### config.mk
export PLATFORM = sky130hd
export DESIGN_NAME = sar_conv_port
export DESIGN_NICKNAME = d
export VERILOG_FILES = /design/src/core/conv_port_pkg.sv /design/src/core/sample_fifo.sv /design/src/core/sar_conv_port.sv
export SDC_FILE = /design/constraint.sdc
export NUM_CORES = 1
export LEC_CHECK = 0
export ABC_AREA = 1
export BUFFER_PORTS_ARGS = -buffer_cell sky130_fd_sc_hd__buf_4
export CORE_AREA = 2 2 174 91
export CTS_CLUSTER_DIAMETER = 60
export DETAILED_ROUTE_END_ITERATION = 6
export DIE_AREA = 0 0 176 93
export PLACE_DENSITY = 0.78
export SLEW_MARGIN = 20
export SYNTH_ARGS = -nofsm -noshare
export SYNTH_HDL_FRONTEND = slang
export SYNTH_SLANG_ARGS = --single-unit
### constraint.sdc
create_clock -name ref_clk -period 4.3 [get_ports ref_clk]
set_clock_uncertainty 0.1 [all_clocks]
set_input_delay 0.645 -clock ref_clk [delete_from_list [all_inputs] [get_ports ref_clk]]
set_output_delay 0.645 -clock ref_clk [all_outputs]
set_load 0.01 [all_outputs]
### src/core/conv_port_pkg.sv
// shared constants and carrier types for the conversion and read port
package conv_port_pkg;

    localparam int RESULT_W         = 14;
    localparam int CONV_CYCLES      = 16;
    localparam int CLK_FREQ_HZ      = 20_000_000;
    // internal oscillator half period as a count of ref_clk cycles
    localparam int INT_OSC_HALF     = 2;
    localparam int FIFO_DEPTH       = 8;
    localparam logic [13:0] RESULT_RESET = 14'h0000;
    // bipolar variants use two's complement, unipolar straight binary
    localparam bit BIPOLAR_DEFAULT  = 1'b1;

    typedef enum logic [1:0] {
        ST_IDLE,
        ST_WAIT_CLK,
        ST_CONVERT
    } conv_state_e;

    // one finished conversion as it travels towards the output latch
    typedef struct packed {
        logic        ext_clk;
        logic [13:0] code;
    } sample_s;

endpackage

### src/core/sample_fifo.sv
// small synchronous fifo with valid/ready on both sides
`timescale 1ns/1ns
`default_nettype none
module sample_fifo
    import conv_port_pkg::*;
#(
    parameter int WIDTH = 15,
    parameter int DEPTH = FIFO_DEPTH
)
(
    // clock and reset
    input  wire  logic             ref_clk,
    input  wire  logic             rst,
    // write side
    input  wire  logic [WIDTH-1:0] in_data,
    input  wire  logic             in_valid,
    output logic                   in_ready,
    // read side
    output logic [WIDTH-1:0]       out_data,
    output logic                   out_valid,
    input  wire  logic             out_ready
);
    localparam int AW = $clog2(DEPTH);

    logic [WIDTH-1:0] mem_r [DEPTH];
    logic [AW-1:0]    wp_r;
    logic [AW-1:0]    wp_nxt;
    logic [AW-1:0]    rp_r;
    logic [AW-1:0]    rp_nxt;
    logic [AW:0]      cnt_r;
    logic [AW:0]      cnt_nxt;
    logic [WIDTH-1:0] dout_r;
    logic [WIDTH-1:0] dout_nxt;
    logic             wr;
    logic             rd;

    assign in_ready  = (cnt_r != (AW+1)'(DEPTH));
    assign out_valid = (cnt_r != '0);
    assign out_data  = dout_r;
    assign wr        = in_valid && in_ready;
    assign rd        = out_valid && out_ready;

    // pointer and count update; read data is registered head of queue
    always_comb
    begin
        wp_nxt   = wr ? AW'(wp_r + 1'b1) : wp_r;
        rp_nxt   = rd ? AW'(rp_r + 1'b1) : rp_r;
        cnt_nxt  = cnt_r + (AW+1)'(wr) - (AW+1)'(rd);
        dout_nxt = (cnt_nxt == '0) ? dout_r
                 : ((cnt_r == '0 || (rd && cnt_r == 1)) && wr) ? in_data
                 : mem_r[rp_nxt];
    end

    always_ff @(posedge ref_clk)
    begin
        if (wr)
        begin
            mem_r[wp_r] <= in_data;
        end
        if (rst)
        begin
            wp_r   <= '0;
            rp_r   <= '0;
            cnt_r  <= '0;
            dout_r <= '0;
        end
        else
        begin
            wp_r   <= wp_nxt;
            rp_r   <= rp_nxt;
            cnt_r  <= cnt_nxt;
            dout_r <= dout_nxt;
        end
    end
endmodule
`default_nettype wire

### src/core/sar_conv_port.sv
// conversion control, status output and three-state result port
`timescale 1ns/1ns
`default_nettype none
module sar_conv_port
    import conv_port_pkg::*;
#(
    parameter int  WIDTH   = RESULT_W,
    parameter bit  BIPOLAR = BIPOLAR_DEFAULT
)
(
    // clock and reset
    input  wire  logic             ref_clk,
    input  wire  logic             rst,
    // conversion control pins
    input  wire  logic             sample_trigger,
    input  wire  logic             conversion_clock_in,
    input  wire  logic             power_save_n,
    // read strobes
    input  wire  logic             select_n,
    input  wire  logic             read_n,
    // comparator decision from the analog core, one per bit trial
    input  wire  logic             cmp_in,
    // status and result bus
    output logic                   busy,
    output logic                   track_hold,
    output logic [WIDTH-1:0]       result_bus_o,
    output logic [WIDTH-1:0]       result_bus_oe,
    output logic                   standby
);
    ////////////////////////////////////////////////////////////////////
    // pin synchronisers: first stage is read only by the second
    logic [4:0] s1_r;
    logic [4:0] s2_r;
    logic       trig_d_r;
    logic       cin_d_r;

    always_ff @(posedge ref_clk)
    begin
        if (rst)
        begin
            // idle pin levels, so no false read or edge follows reset
            s1_r     <= 5'h0c;
            s2_r     <= 5'h0c;
            trig_d_r <= 1'b0;
            cin_d_r  <= 1'b0;
        end
        else
        begin
            s1_r     <= {cmp_in, read_n, select_n, conversion_clock_in, sample_trigger};
            s2_r     <= s1_r;
            trig_d_r <= s2_r[0];
            cin_d_r  <= s2_r[1];
        end
    end

    logic trig_s;
    logic cin_s;
    logic sel_s;
    logic rd_s;
    logic cmp_s;
    logic pwr_on;
    logic pwr_s1_r;
    logic pwr_s2_r;
    logic trig_rise;
    logic cin_rise;
    logic start;

    assign trig_s    = s2_r[0];
    assign cin_s     = s2_r[1];
    assign sel_s     = ~s2_r[2];
    assign rd_s      = ~s2_r[3];
    assign cmp_s     = s2_r[4];
    assign pwr_on    = pwr_s2_r;
    assign trig_rise = trig_s && !trig_d_r;
    assign cin_rise  = cin_s && !cin_d_r;

    // power-save synchroniser, kept apart so standby is its own level
    always_ff @(posedge ref_clk)
    begin
        if (rst)
        begin
            // awake level, so standby does not blink out of reset
            pwr_s1_r <= 1'b1;
            pwr_s2_r <= 1'b1;
        end
        else
        begin
            pwr_s1_r <= power_save_n;
            pwr_s2_r <= pwr_s1_r;
        end
    end

    ////////////////////////////////////////////////////////////////////
    // internal oscillator: enable pulse divider
    // restarted at each start so the first step is a whole period
    logic [3:0] osc_cnt_r;
    logic [3:0] osc_cnt_nxt;
    logic       osc_tick;

    assign osc_tick = (osc_cnt_r == 4'(2*INT_OSC_HALF - 1));

    always_comb
    begin
        osc_cnt_nxt = (start || osc_tick) ? 4'h0 : osc_cnt_r + 4'h1;
    end

    always_ff @(posedge ref_clk)
    begin
        if (rst)
        begin
            osc_cnt_r <= 4'h0;
        end
        else
        begin
            osc_cnt_r <= osc_cnt_nxt;
        end
    end

    ////////////////////////////////////////////////////////////////////
    // successive approximation sequencer
    conv_state_e      st_r;
    conv_state_e      st_nxt;
    logic             ext_r;
    logic             ext_nxt;
    logic [4:0]       cyc_r;
    logic [4:0]       cyc_nxt;
    logic [WIDTH-1:0] sar_r;
    logic [WIDTH-1:0] sar_nxt;
    logic             push;
    logic             step;
    sample_s          push_data;

    // one conversion clock cycle, from whichever source was chosen
    assign step = ext_r ? cin_rise : osc_tick;

    // a trigger edge counts only when idle and powered; others are dropped
    assign start = (st_r == ST_IDLE) && trig_rise && pwr_on;

    // bit position under trial for a given cycle count
    function automatic logic [WIDTH-1:0] trial_bit(input logic [4:0] c);
        trial_bit = (c < 5'(WIDTH)) ? (WIDTH)'(1) << (WIDTH - 1 - int'(c)) : '0;
    endfunction

    always_comb
    begin
        st_nxt  = st_r;
        ext_nxt = ext_r;
        cyc_nxt = cyc_r;
        sar_nxt = sar_r;
        push    = 1'b0;
        unique case (st_r)
            ST_IDLE:
            begin
                if (start)
                begin
                    ext_nxt = cin_s;
                    cyc_nxt = 5'h00;
                    sar_nxt = trial_bit(5'h00);
                    st_nxt  = ST_CONVERT;
                end
            end
            ST_WAIT_CLK:
            begin
                st_nxt = ST_CONVERT;
            end
            ST_CONVERT:
            begin
                if (step)
                begin
                    if (cyc_r < 5'(WIDTH))
                    begin
                        // keep or drop the trial bit, then set the next one
                        if (!cmp_s)
                        begin
                            sar_nxt = sar_r & ~trial_bit(cyc_r);
                        end
                        sar_nxt = sar_nxt | trial_bit(cyc_r + 5'h01);
                    end
                    cyc_nxt = cyc_r + 5'h01;
                    if (cyc_r == 5'(CONV_CYCLES - 1))
                    begin
                        push   = 1'b1;
                        st_nxt = ST_IDLE;
                    end
                end
            end
        endcase
    end

    always_ff @(posedge ref_clk)
    begin
        if (rst)
        begin
            st_r  <= ST_IDLE;
            ext_r <= 1'b0;
            cyc_r <= 5'h00;
            sar_r <= '0;
        end
        else
        begin
            st_r  <= st_nxt;
            ext_r <= ext_nxt;
            cyc_r <= cyc_nxt;
            sar_r <= sar_nxt;
        end
    end

    // bipolar parts flip the msb to turn offset binary into two's complement
    assign push_data.ext_clk = ext_r;
    assign push_data.code    = BIPOLAR ? {~sar_r[WIDTH-1], sar_r[WIDTH-2:0]} : sar_r;

    ////////////////////////////////////////////////////////////////////
    // results queue: drained into the output latch when the bus is idle
    sample_s pop_data;
    logic    pop_valid;
    logic    pop_ready;
    logic    fifo_in_ready;
    logic    reading;

    assign reading   = sel_s && rd_s;
    // latch is not swapped mid read so a read never sees a torn word
    assign pop_ready = !reading;

    sample_fifo #(
        .WIDTH ($bits(sample_s)),
        .DEPTH (FIFO_DEPTH)
    ) u_fifo (
        .ref_clk   (ref_clk),
        .rst       (rst),
        .in_data   (push_data),
        .in_valid  (push),
        .in_ready  (fifo_in_ready),
        .out_data  (pop_data),
        .out_valid (pop_valid),
        .out_ready (pop_ready)
    );

    ////////////////////////////////////////////////////////////////////
    // output registers: status, track/hold, latch and bus drive
    logic             busy_r;
    logic             busy_nxt;
    logic [WIDTH-1:0] latch_r;
    logic [WIDTH-1:0] latch_nxt;
    logic             oe_r;
    logic             oe_nxt;
    logic             power_save_n_r;
    logic             power_save_n_nxt;
    logic             th_r;
    logic             th_nxt;

    always_comb
    begin
        // busy covers the conversion and any result still queued;
        // push bridges the cycle before the queue shows the new word,
        // so busy never dips between conversion end and latch load
        // a full queue also holds busy so the host sees back-pressure
        busy_nxt  = (st_nxt != ST_IDLE) || push || pop_valid || !fifo_in_ready;
        th_nxt    = (st_nxt != ST_IDLE);
        latch_nxt = (pop_valid && pop_ready) ? pop_data.code : latch_r;
        oe_nxt    = reading;
        power_save_n_nxt  = !pwr_on && (st_nxt == ST_IDLE);
    end

    always_ff @(posedge ref_clk)
    begin
        if (rst)
        begin
            busy_r  <= 1'b0;
            latch_r <= RESULT_RESET;
            oe_r    <= 1'b0;
            power_save_n_r  <= 1'b0;
            th_r    <= 1'b0;
        end
        else
        begin
            busy_r  <= busy_nxt;
            latch_r <= latch_nxt;
            oe_r    <= oe_nxt;
            power_save_n_r  <= power_save_n_nxt;
            th_r    <= th_nxt;
        end
    end

    assign busy          = busy_r;
    assign track_hold    = th_r;                       // high while holding
    assign result_bus_o  = latch_r;
    assign result_bus_oe = {WIDTH{oe_r}};
    assign standby       = power_save_n_r;
endmodule
`default_nettype wire

# Yosys cells after proc, flatten, opt, wreduce, memory -nomap -nowiden
# Memories as Yosys holds them, arrays and structs flattened.
# Cells that the tools add are included.
# op_classes
shifts	2
mux	25
order_cmp	2
mul	0
n_bitwise	6
n_eq_ne	9
div_mod_pow	0
reduce_logical	31
add_sub_neg	8
# op_table
cell	count
14-bit 2-to-1 mux	10
1-bit by 32-bit left shift with 14-bit output, first input constant	2
14-bit case mux with 2 select lines	1
14-bit AND	1
14-bit NOT	1
14-bit bitwise OR	1
4-bit by 5-bit subtractor with 6-bit output, first input constant	2
1-bit logical AND	10
5-bit by 4-bit < comparator with 1-bit output, second input constant	2
5-bit 2-to-1 mux	2
5-bit case mux with 2 select lines	1
4-bit zero test	2
3-bit by 1-bit adder with 3-bit output, second input constant	2
1-bit 2-to-1 mux	6
2-bit 2-to-1 mux	3
2-bit inequality test, second input constant	3
2-bit case mux with 3 select lines	1
5-bit by 1-bit adder with 5-bit output, second input constant	1
5-bit by 4-bit == test with 1-bit output, second input constant	1
1-bit zero test	5
1-bit logical OR	5
4-bit by 1-bit adder with 4-bit output	1
4-bit by 1-bit adder with 4-bit output, second input constant	1
4-bit by 1-bit == test with 1-bit output, second input constant	1
14 further kinds	18
# word_totals
mem_bits_ro	0
reg_bits	82
latchBits	0
input_bits	8
mem_bits_rw	120
memories	1
wordCells	104
# mem_list
name	depth	width	rd	rd_ports_with_merged_regs	wr	line	rtl
u_fifo.mem_r	8	15	1	0	1	sample_fifo.sv:25	logic [WIDTH-1:0] mem_r [DEPTH];

# Longest topological paths before layout
# Gate-level depths: netlist of run 1.
# logic_depth
ltp_word	13
mapped_depth	19

# Hierarchy
# Synthesis of run 1 repeated with hierarchy kept, for this count alone.
# unflattened
hier_cells	1062
hier_area_um2	9396.5
# modules_own_cells
mod	cells_each	area_per_inst_um2	seq_area_each_um2	n_inst
sample_fifo	683	6575.1	4103.9	1
sar_conv_port	379	2821.5	1161.1	1

# Worst setup path after synthesis of run 1
# No wires, ideal clock.
# synth_timing
kind	reg-to-reg
start	reg u_fifo.cnt_r[2]
end	reg u_fifo.dout_r[3] (netlist: u_fifo.out_data[3])
path_stages_with_launch	20
t_arrival_ns	2.930
synth_period_minus_slack_ns	3.152
path_slack_ns	1.148
setup_ns	0.122
path_buffers	2
path_cell_list	dfxtp_1 -> inv_1 -> ha_1 -> nand2_4 -> nand2_4 -> inv_2 -> buf_1 -> ha_1 -> inv_1 -> ha_1 -> inv_1 -> fa_1 -> xnor2_1 -> inv_1 -> nand3_1 -> nor2_2 -> inv_1 -> clkbuf_1 -> o21ai_0 -> a21oi_2
# synth_between
elab_chain_len	6
# synth_rtl
element	line	rtl
from (decl)	sample_fifo.sv:30	logic [AW:0] cnt_r;
from (signal assigned)	sample_fifo.sv:71	cnt_r <= cnt_nxt;
4-bit nonzero test (*)	sample_fifo.sv:38	assign out_valid = (cnt_r != '0);
1-bit logical AND (*)	sample_fifo.sv:41	assign rd = out_valid && out_ready;
named net u_fifo.rd	sample_fifo.sv:35	logic rd;
branches (longest 4 deep; another with memory 8 x 15 bit)	--	
to (signal assigned)	sample_fifo.sv:72	dout_r <= dout_nxt;
to (decl)	sample_fifo.sv:32	logic [WIDTH-1:0] dout_r;
# Mark *: on every way through the listed nets, which the timed path passes.
# A chain may end at the register's enable or synchronous reset.

# Final worst setup path of run 1
# layout_timing
start	reg st_r[0]
end	reg u_fifo.dout_r[5] (netlist: u_fifo.out_data[5])
# layout_between
elab_chain_len	6
# layout_rtl
element	line	rtl
from (decl)	sar_conv_port.sv:121	conv_state_e st_r;
from (signal assigned)	sar_conv_port.sv:201	st_r <= st_nxt;
2-bit == test (*)	sar_conv_port.sv:151	unique case (st_r)
1-bit 2-to-1 mux (*)	sar_conv_port.sv:151	
1-bit logical AND (*)	sample_fifo.sv:40	assign wr = in_valid && in_ready;
4-bit by 1-bit adder with 4-bit output	sample_fifo.sv:48	cnt_nxt = cnt_r + (AW+1)'(wr) - (AW+1)'(rd);
4-bit by 1-bit subtractor with 4-bit output	sample_fifo.sv:48	
4-bit zero test	sample_fifo.sv:49	dout_nxt = (cnt_nxt == '0) ? dout_r
# Mark *: on every way between the ends. The rest lies on a longest branch, timed or not.

==> results of run 1 <==
-- final cells by class --
type / count / area (um^2) / area share (%)
timing repair buffer: 53 / 397.9 / 4.098
clock buffer: 17 / 425.4 / 4.382
sequential: 194 / 5005 / 51.55
multi-input combinational: 567 / 2859 / 29.45
clock inverter: 15 / 146.4 / 1.508
tap: 204 / 255.2 / 2.629
inverter: 165 / 619.3 / 6.380
-- per-stage QoR --
stage	utilization, %	std cells	total power, mW
after detailed placement	61.18	1183	4.903
after floorplan	-	984	4.204
final	65.01	1215	6.503
after global routing	65.01	1215	6.861
after global placement	61.18	1183	4.830
after CTS	65.01	1215	6.437
-- state kept, by name, summed over array words and instances, names as in the netlist, 3 cells and up --
register and flops:
cyc_r 5, s2_r 5, s1_r 5, u_fifo.wp_r 3, u_fifo.out_data 14, osc_cnt_r 4
sar_r 14, u_fifo.rp_r 3, u_fifo.cnt_r 4, result_bus_o 14, u_fifo.mem_r 112
-- worst max-delay path: cells and delay by family (launching register included) --
kind                       cells  cell delay [ns]
buffers and inverters          6             0.85
DFF                            1             0.32
xor gates and xnor gates       1             0.14
adders and majority gates      3             1.27
and+or+nand+nor                3             0.49
AOI/OAI and AO/OA              2             0.32
-- kinds of logic (layout without fill, tap and decap cells) --
logic type,count (synthesis),in the layout,share of synthesized area [%]
xor+xnor,5,5,0.4950
buf+inv,223,250,11.35
simple gates,440,440,22.34
fa+ha+maj,19,19,2.772
compound gates,103,103,6.476
flops,194,194,56.56
-- Yosys cell counts (8+ instances only) --
cell type,count,area [um^2]
a21oi_1,48,240.2
nor2_1,79,296.5
clkbuf_1,12,45.04
inv_1,159,596.8
ha_1,18,225.2
buf_6,9,101.4
nand2_1,158,593.1
nand4_1,8,50.05
edfxtp_1,112,3363
buf_4,19,142.6
nand3_1,165,825.8
o21ai_0,34,170.2
dfxtp_1,82,1642
buf_2,14,70.07
or2_2,8,50.05
-- power groups by stage --
stage	clock [mW]	sequential [mW]	combinational, mW
3_3_place_gp	0	2.26	2.57
6_report	1.55	2.23	2.72
5_1_grt	1.63	2.25	2.98
2_1_floorplan	0	2.26	1.94
4_1_cts	1.56	2.23	2.65
3_5_place_dp	0	2.26	2.64
-- how the worst max path moves through the flow --
stage                                          start                         endpoint  slack, ns  cells past startpoint
after floorplan           u_fifo.cnt_r[2]$_SDFF_PP0_  u_fifo.out_data[3]$_SDFFE_PP0P_       1.15                     19
after global routing              st_r[0]$_SDFF_PP0_  u_fifo.out_data[2]$_SDFFE_PP0P_       0.32                     15
after CTS                         st_r[0]$_SDFF_PP0_  u_fifo.out_data[5]$_SDFFE_PP0P_       0.75                     15
after global placement            st_r[0]$_SDFF_PP0_  u_fifo.out_data[5]$_SDFFE_PP0P_       0.92                     15
final                             st_r[0]$_SDFF_PP0_  u_fifo.out_data[5]$_SDFFE_PP0P_       0.68                     15
after detailed placement          st_r[0]$_SDFF_PP0_  u_fifo.out_data[5]$_SDFFE_PP0P_       0.77                     15
-- per-layer routing --
layer | wire length, um | up-vias
li1 | - | 3218
met1 | 9924 | 3121
met2 | 8732 | 393
met3 | 2458 | 39
met4 | 488 | 0
met5 | 0 | -
==> flow_summary.yaml, run 1 <==
outcome:
  status: "completed"
setup_path:
  start_kind: "register"
  crit_required_ns: 4.51
  cp_slowest_stage_delay_ns: 0.70
  worstReg2RegStart: "st_r[0]$_SDFF_PP0_"
  rr_worst_depth: 15
  cp_slowest_cell: "ha_1"
  timing.critical_path.cells: "inv_1, ha_1, nand4_2, inv_1, ha_1, inv_1, fa_1, xnor2_1, inv_1, nand3_1, nor2_2, buf_4, inv_1, o21ai_0, a21oi_2"
  path_max_fanout: 23
  arrival_ns: 3.83
  reg2reg_to: "u_fifo.out_data[5]$_SDFFE_PP0P_"
  kind_of_end_point_of_the_critical_path: "register"
  crit_top_cell: "inv_1"
  worst-r2r-setup-slack_ns: 0.68
  worstSetupPathType: "reg2reg"
sta:
  max_freq_ghz: 0.2762
  final_critical_path_setup_slack_ns: 0.6796
  finalCritPeriodShare_pct: 84.20
  grt_setup_unrepaired: "no"
  setup_tns_ns: 0
  hold-worst-slack_ns: 0.2918
  timing.final.crit_period_ns: 3.620
  timing.final.hold_violations: 0
  timing.slew.headroom_pct: 40.37
  drv_slew: 0
  worst_pin_slew_ns: 0.8935
  finalSetupViolations: 0
finish:
  areaGrowthSynthToFinish_pct: 9.714
  mostFrequentLayoutCells: "165 x nand3_1, 159 x inv_1, 158 x nand2_1, 112 x edfxtp_1, 82 x dfxtp_1"
  layout_fillers: 1245
  drive_gt1_share_pct: 12.07
  nets: 1025
  diodes: 0
  design_area_um2: 9708
  layout_commonest_cell: "nand3_1"
synthesis:
  synth.cell_area_um2: 8848
  yosysWarningCount: 0
  synthesis.nets: 1011
  synth_edf_count: 112
  yosys.cell_types.count: 38
  ys.flop_type: "edfxtp_1"
  synthCells: 984
  number_of_storage_elements_in_the_synthesis_netlist: 194
  postSynthAreaPerCell_um2: 8.992
  ys_async_sr_fraction_pct: 0
  synth.yosys.seq_area_share_pct: 56.56
floorplan:
  boundaryPins: 39
  floorplan.core_area_um2: 14930
  floorplan.die.height_um: 93
  design.die.area_um2: 16370
  die_x_um: 176
  std_cell_rows: 32
  effective_utilization_at_floorplan_pct: 59.25
clocking:
  clk_path_buf_depth: 2
  worst_skew_pair.late_latency_ns: 0.43
  worst_setup_hold_path_clk_slew_ns: 0.07
  cts-root-buf: "clkbuf_16"
  post_cts_resized: 0
  numClockSinks: 194
  cts_hold_repair.buffers: 0
  cts-buffers-inserted: 17
  cts_tree: "yes"
  ctsHtreeMaxLevel: 4
  post-cts-setup-buffer-count: 0
placed_design:
  dpl-instance-area_um2: 9136
  placement.io_buffers: 38
  hpwlAfterDp_um: 13930
  gp_congestion: 0.9907
  dp_worst_setup_slack_ns: 0.7676
global_route:
  grt.overflow.total: 0
  gr-usage-met3_pct: 5.528
  grt_pass1_wl_um: 33650
  met2_usage_pct: 38.78
  maximum_number_of_pins_on_one_net_before_global_route_repair: 45
  gr-max-usage-layer: "met1"
  vias_in_the_first_global_route: 6183
  groute.layer.met1.usage_pct: 42.24
  antenna_found_initial: 0
  track_usage_pct: 27.55
min_path:
  worst_hold_path.num_cells: 2
  hold_end: "s1_r[2]$_SDFF_PP1_"
  worst_hold_startpoint: "select_n"
  worstHoldPathType: "in2reg"
power:
  power-per-cell-area_nw_per_um2: 669.9
  p_clk_share_pct: 23.9
  comb_power_share_pct: 41.8
  sw_frac_of_total_pct: 41.89
  irDropWorstVdd_mv: 0.5413
  p_sw_mw: 2.724
  share_seq_of_total_power_pct: 34.3
  leakage_nw: 4.156
  p_int_mw: 3.779
route:
  total_number_of_vias: 6771
  wl_per_cell_um: 17.78
  drtPass1Iterations: 7
  number_of_drc_markers_in_iteration_0: 927
  route.detailed.drc: 0
  routed_via_density: 5.573
  route.antenna.remaining_nets: 0
  detailed_route_wire_length_um: 21600
run:
  cap_violations: 0
(Power assumes the default switching activity.)
==> run 2: changes to the inputs <==
- CORE_AREA: 2 2 174 91 -> 2 2 183 95
- DIE_AREA: 0 0 176 93 -> 0 0 185 97
- PLACE_DENSITY: 0.78 -> 0.74
- clock period: 4.3 -> 2.9 ns (I/O delays scaled with it)
==> run 2 against run 1 <==
Against the previous run:
- fmax is 28% higher
- power is 50% higher
- hold slack got worse by 0.21 ns
- count of clock-buffer cells in the layout rose by 2
- critical endpoint is now u_fifo.out_data[12]$_SDFFE_PP0P_
- largest power group unchanged
- final area up 3.1%
==> flow_summary.yaml, run 2 (same netlist as run 1, synthesis figures left out) <==
global_route:
  grt.overflow.total: 0
  maximum_number_of_pins_on_one_net_before_global_route_repair: 45
  grt_pass1_wl_um: 33010
  antenna_found_initial: 0
  vias_in_the_first_global_route: 6415
  track_usage_pct: 24.07
floorplan:
  floorplan.core_area_um2: 16190
  die_x_um: 185
  design.die.area_um2: 17950
  floorplan.die.height_um: 97
  boundaryPins: 39
  std_cell_rows: 33
  effective_utilization_at_floorplan_pct: 54.67
finish:
  drive_gt1_share_pct: 16.54
  flip_flop_count_of_the_largest_register_all_copies_and_words_added: 112
  regMostFlops: "u_fifo.mem_r"
  areaGrowthSynthToFinish_pct: 13.11
  layout_commonest_cell: "nand3_1"
  diodes: 0
  layout_fillers: 1336
  nets: 1042
  multi_input_area_um2: 2980
  mostFrequentLayoutCells: "164 x nand3_1, 157 x nand2_1, 153 x inv_1, 112 x edfxtp_1, 78 x nor2_1"
  seqCellArea_um2: 5016
clocking:
  clk_path_buf_depth: 2
  cts_tree: "yes"
  numClockSinks: 194
  cts-buffers-inserted: 17
  worst_setup_hold_path_clk_slew_ns: 0.08
  cts-root-buf: "clkbuf_16"
  ctsHtreeMaxLevel: 4
  cts_hold_repair.buffers: 0
  worst_skew_pair.late_latency_ns: 0.43
sta:
  timing.slew.headroom_pct: 24.65
  hold-worst-slack_ns: 0.08314
  timing.final.hold_violations: 0
  drv_slew: 0
  setup_tns_ns: 0
  timing.final.crit_period_ns: 2.818
  finalCritPeriodShare_pct: 97.18
  max_freq_ghz: 0.3548
  worst_pin_slew_ns: 1.129
  finalSetupViolations: 0
route:
  wl_per_cell_um: 16.72
  number_of_drc_markers_in_iteration_0: 889
  drtPass1Iterations: 6
  total_number_of_vias: 6708
  route.detailed.drc: 0
  route.antenna.remaining_nets: 0
  detailed_route_wire_length_um: 20980
  routed_via_density: 5.345
setup_path:
  kind_of_end_point_of_the_critical_path: "register"
  timing.critical_path.buf_inv: 6
  timing.critical_path.cells: "inv_2, ha_4, nand2_4, nand2_4, inv_2, ha_4, inv_2, ha_4, inv_1, fa_2, xnor2_1, inv_1, nand3_2, nor2_4, clkinvlp_4, o21ai_2, a21oi_1"
  worstSetupPathType: "reg2reg"
  worst_path_dominant_cell_family: "adder cells"
  path_max_fanout: 7
  start_kind: "register"
  cp_slowest_stage_delay_ns: 0.37
  crit_required_ns: 3.11
  cp_slowest_cell: "fa_2"
  arrival_ns: 3.03
power:
  power-per-cell-area_nw_per_um2: 976.9
  leakage_nw: 4.264
  irDropWorstVdd_mv: 0.5559
  post-layout-total-power_mw: 9.778
min_path:
  worstHoldPathType: "in2reg"
outcome:
  status: "completed"
placed_design:
  gp_congestion: 0.8804
  placement.io_buffers: 38
  hpwlAfterDp_um: 13010
run:
  cap_violations: 0
[run 2: changes by cell type in the layout (fill, tap and decap cells not counted), moves of 3 or more]
cell      before  now
o21ai_0       34   21
o21ai_2        3    9
inv_1        159  153
inv_4          0    3
dfxtp_2        0    6
ha_4           0    5
dfxtp_1       82   75
clkinv_8       0    3
ha_1          18   12
inv_2          6    9
buf_4         53   69
o21ai_1        3   10
[run 2: power by group]
group	internal (mW)	switching [mW]	total (mW)
Sequential	3.14	0.165	3.31
Clock	1.15	1.14	2.29
Combinational	1.42	2.76	4.18
Total	5.71	4.07	9.78
[run 2: repair_timing]
item,CTS,global route
setup endpoints to repair,2,14
pin swaps,4,11
buffers inserted,2,3
gates resized for setup,18,30
cloned,1,0
[run 2: metal layers]
layer	vias up	GRT usage, %	routed length, um
met3	53	5.685	1915
met5	-	0	0
met2	277	38.35	9682
met4	0	8.608	607
li1	3254	-	-
met1	3124	32.23	8775
[run 2: through the flow]
step	setup slack [ns]	util, %	instances	cell area, um^2
floorplan	0.007104	-	984	8857
global placement	0.1464	57.14	1217	9248
detailed placement	0.02516	57.14	1217	9248
CTS	0.02407	61.07	1252	9884
global route	-0.06443	61.84	1255	10010
finish	0.08187	61.84	1255	10010
[run 2: final timing paths]
path,slack [ns],depth (start not counted),from,endpoint
worst max register to register,0.08,17,u_fifo.cnt_r[3]$_SDFF_PP0_,u_fifo.out_data[12]$_SDFFE_PP0P_
worst min register to register,0.30,2,s1_r[0]$_SDFF_PP0_,s2_r[0]$_SDFF_PP0_
worst min-delay path,0.08,2,select_n,s1_r[2]$_SDFF_PP1_
worst max-delay path,0.08,17,u_fifo.cnt_r[3]$_SDFF_PP0_,u_fifo.out_data[12]$_SDFFE_PP0P_
[run 2: final cells by class]
class / instances / share of cell area, %
clock buffers: 19 / 4.326
clock inverters: 13 / 1.413
inverters: 165 / 6.276
multi-input cells: 567 / 29.78
flip-flops and latches: 194 / 50.12
well taps: 227 / 2.838
repair buffers: 69 / 5.176
repair inverters: 1 / 0.07501
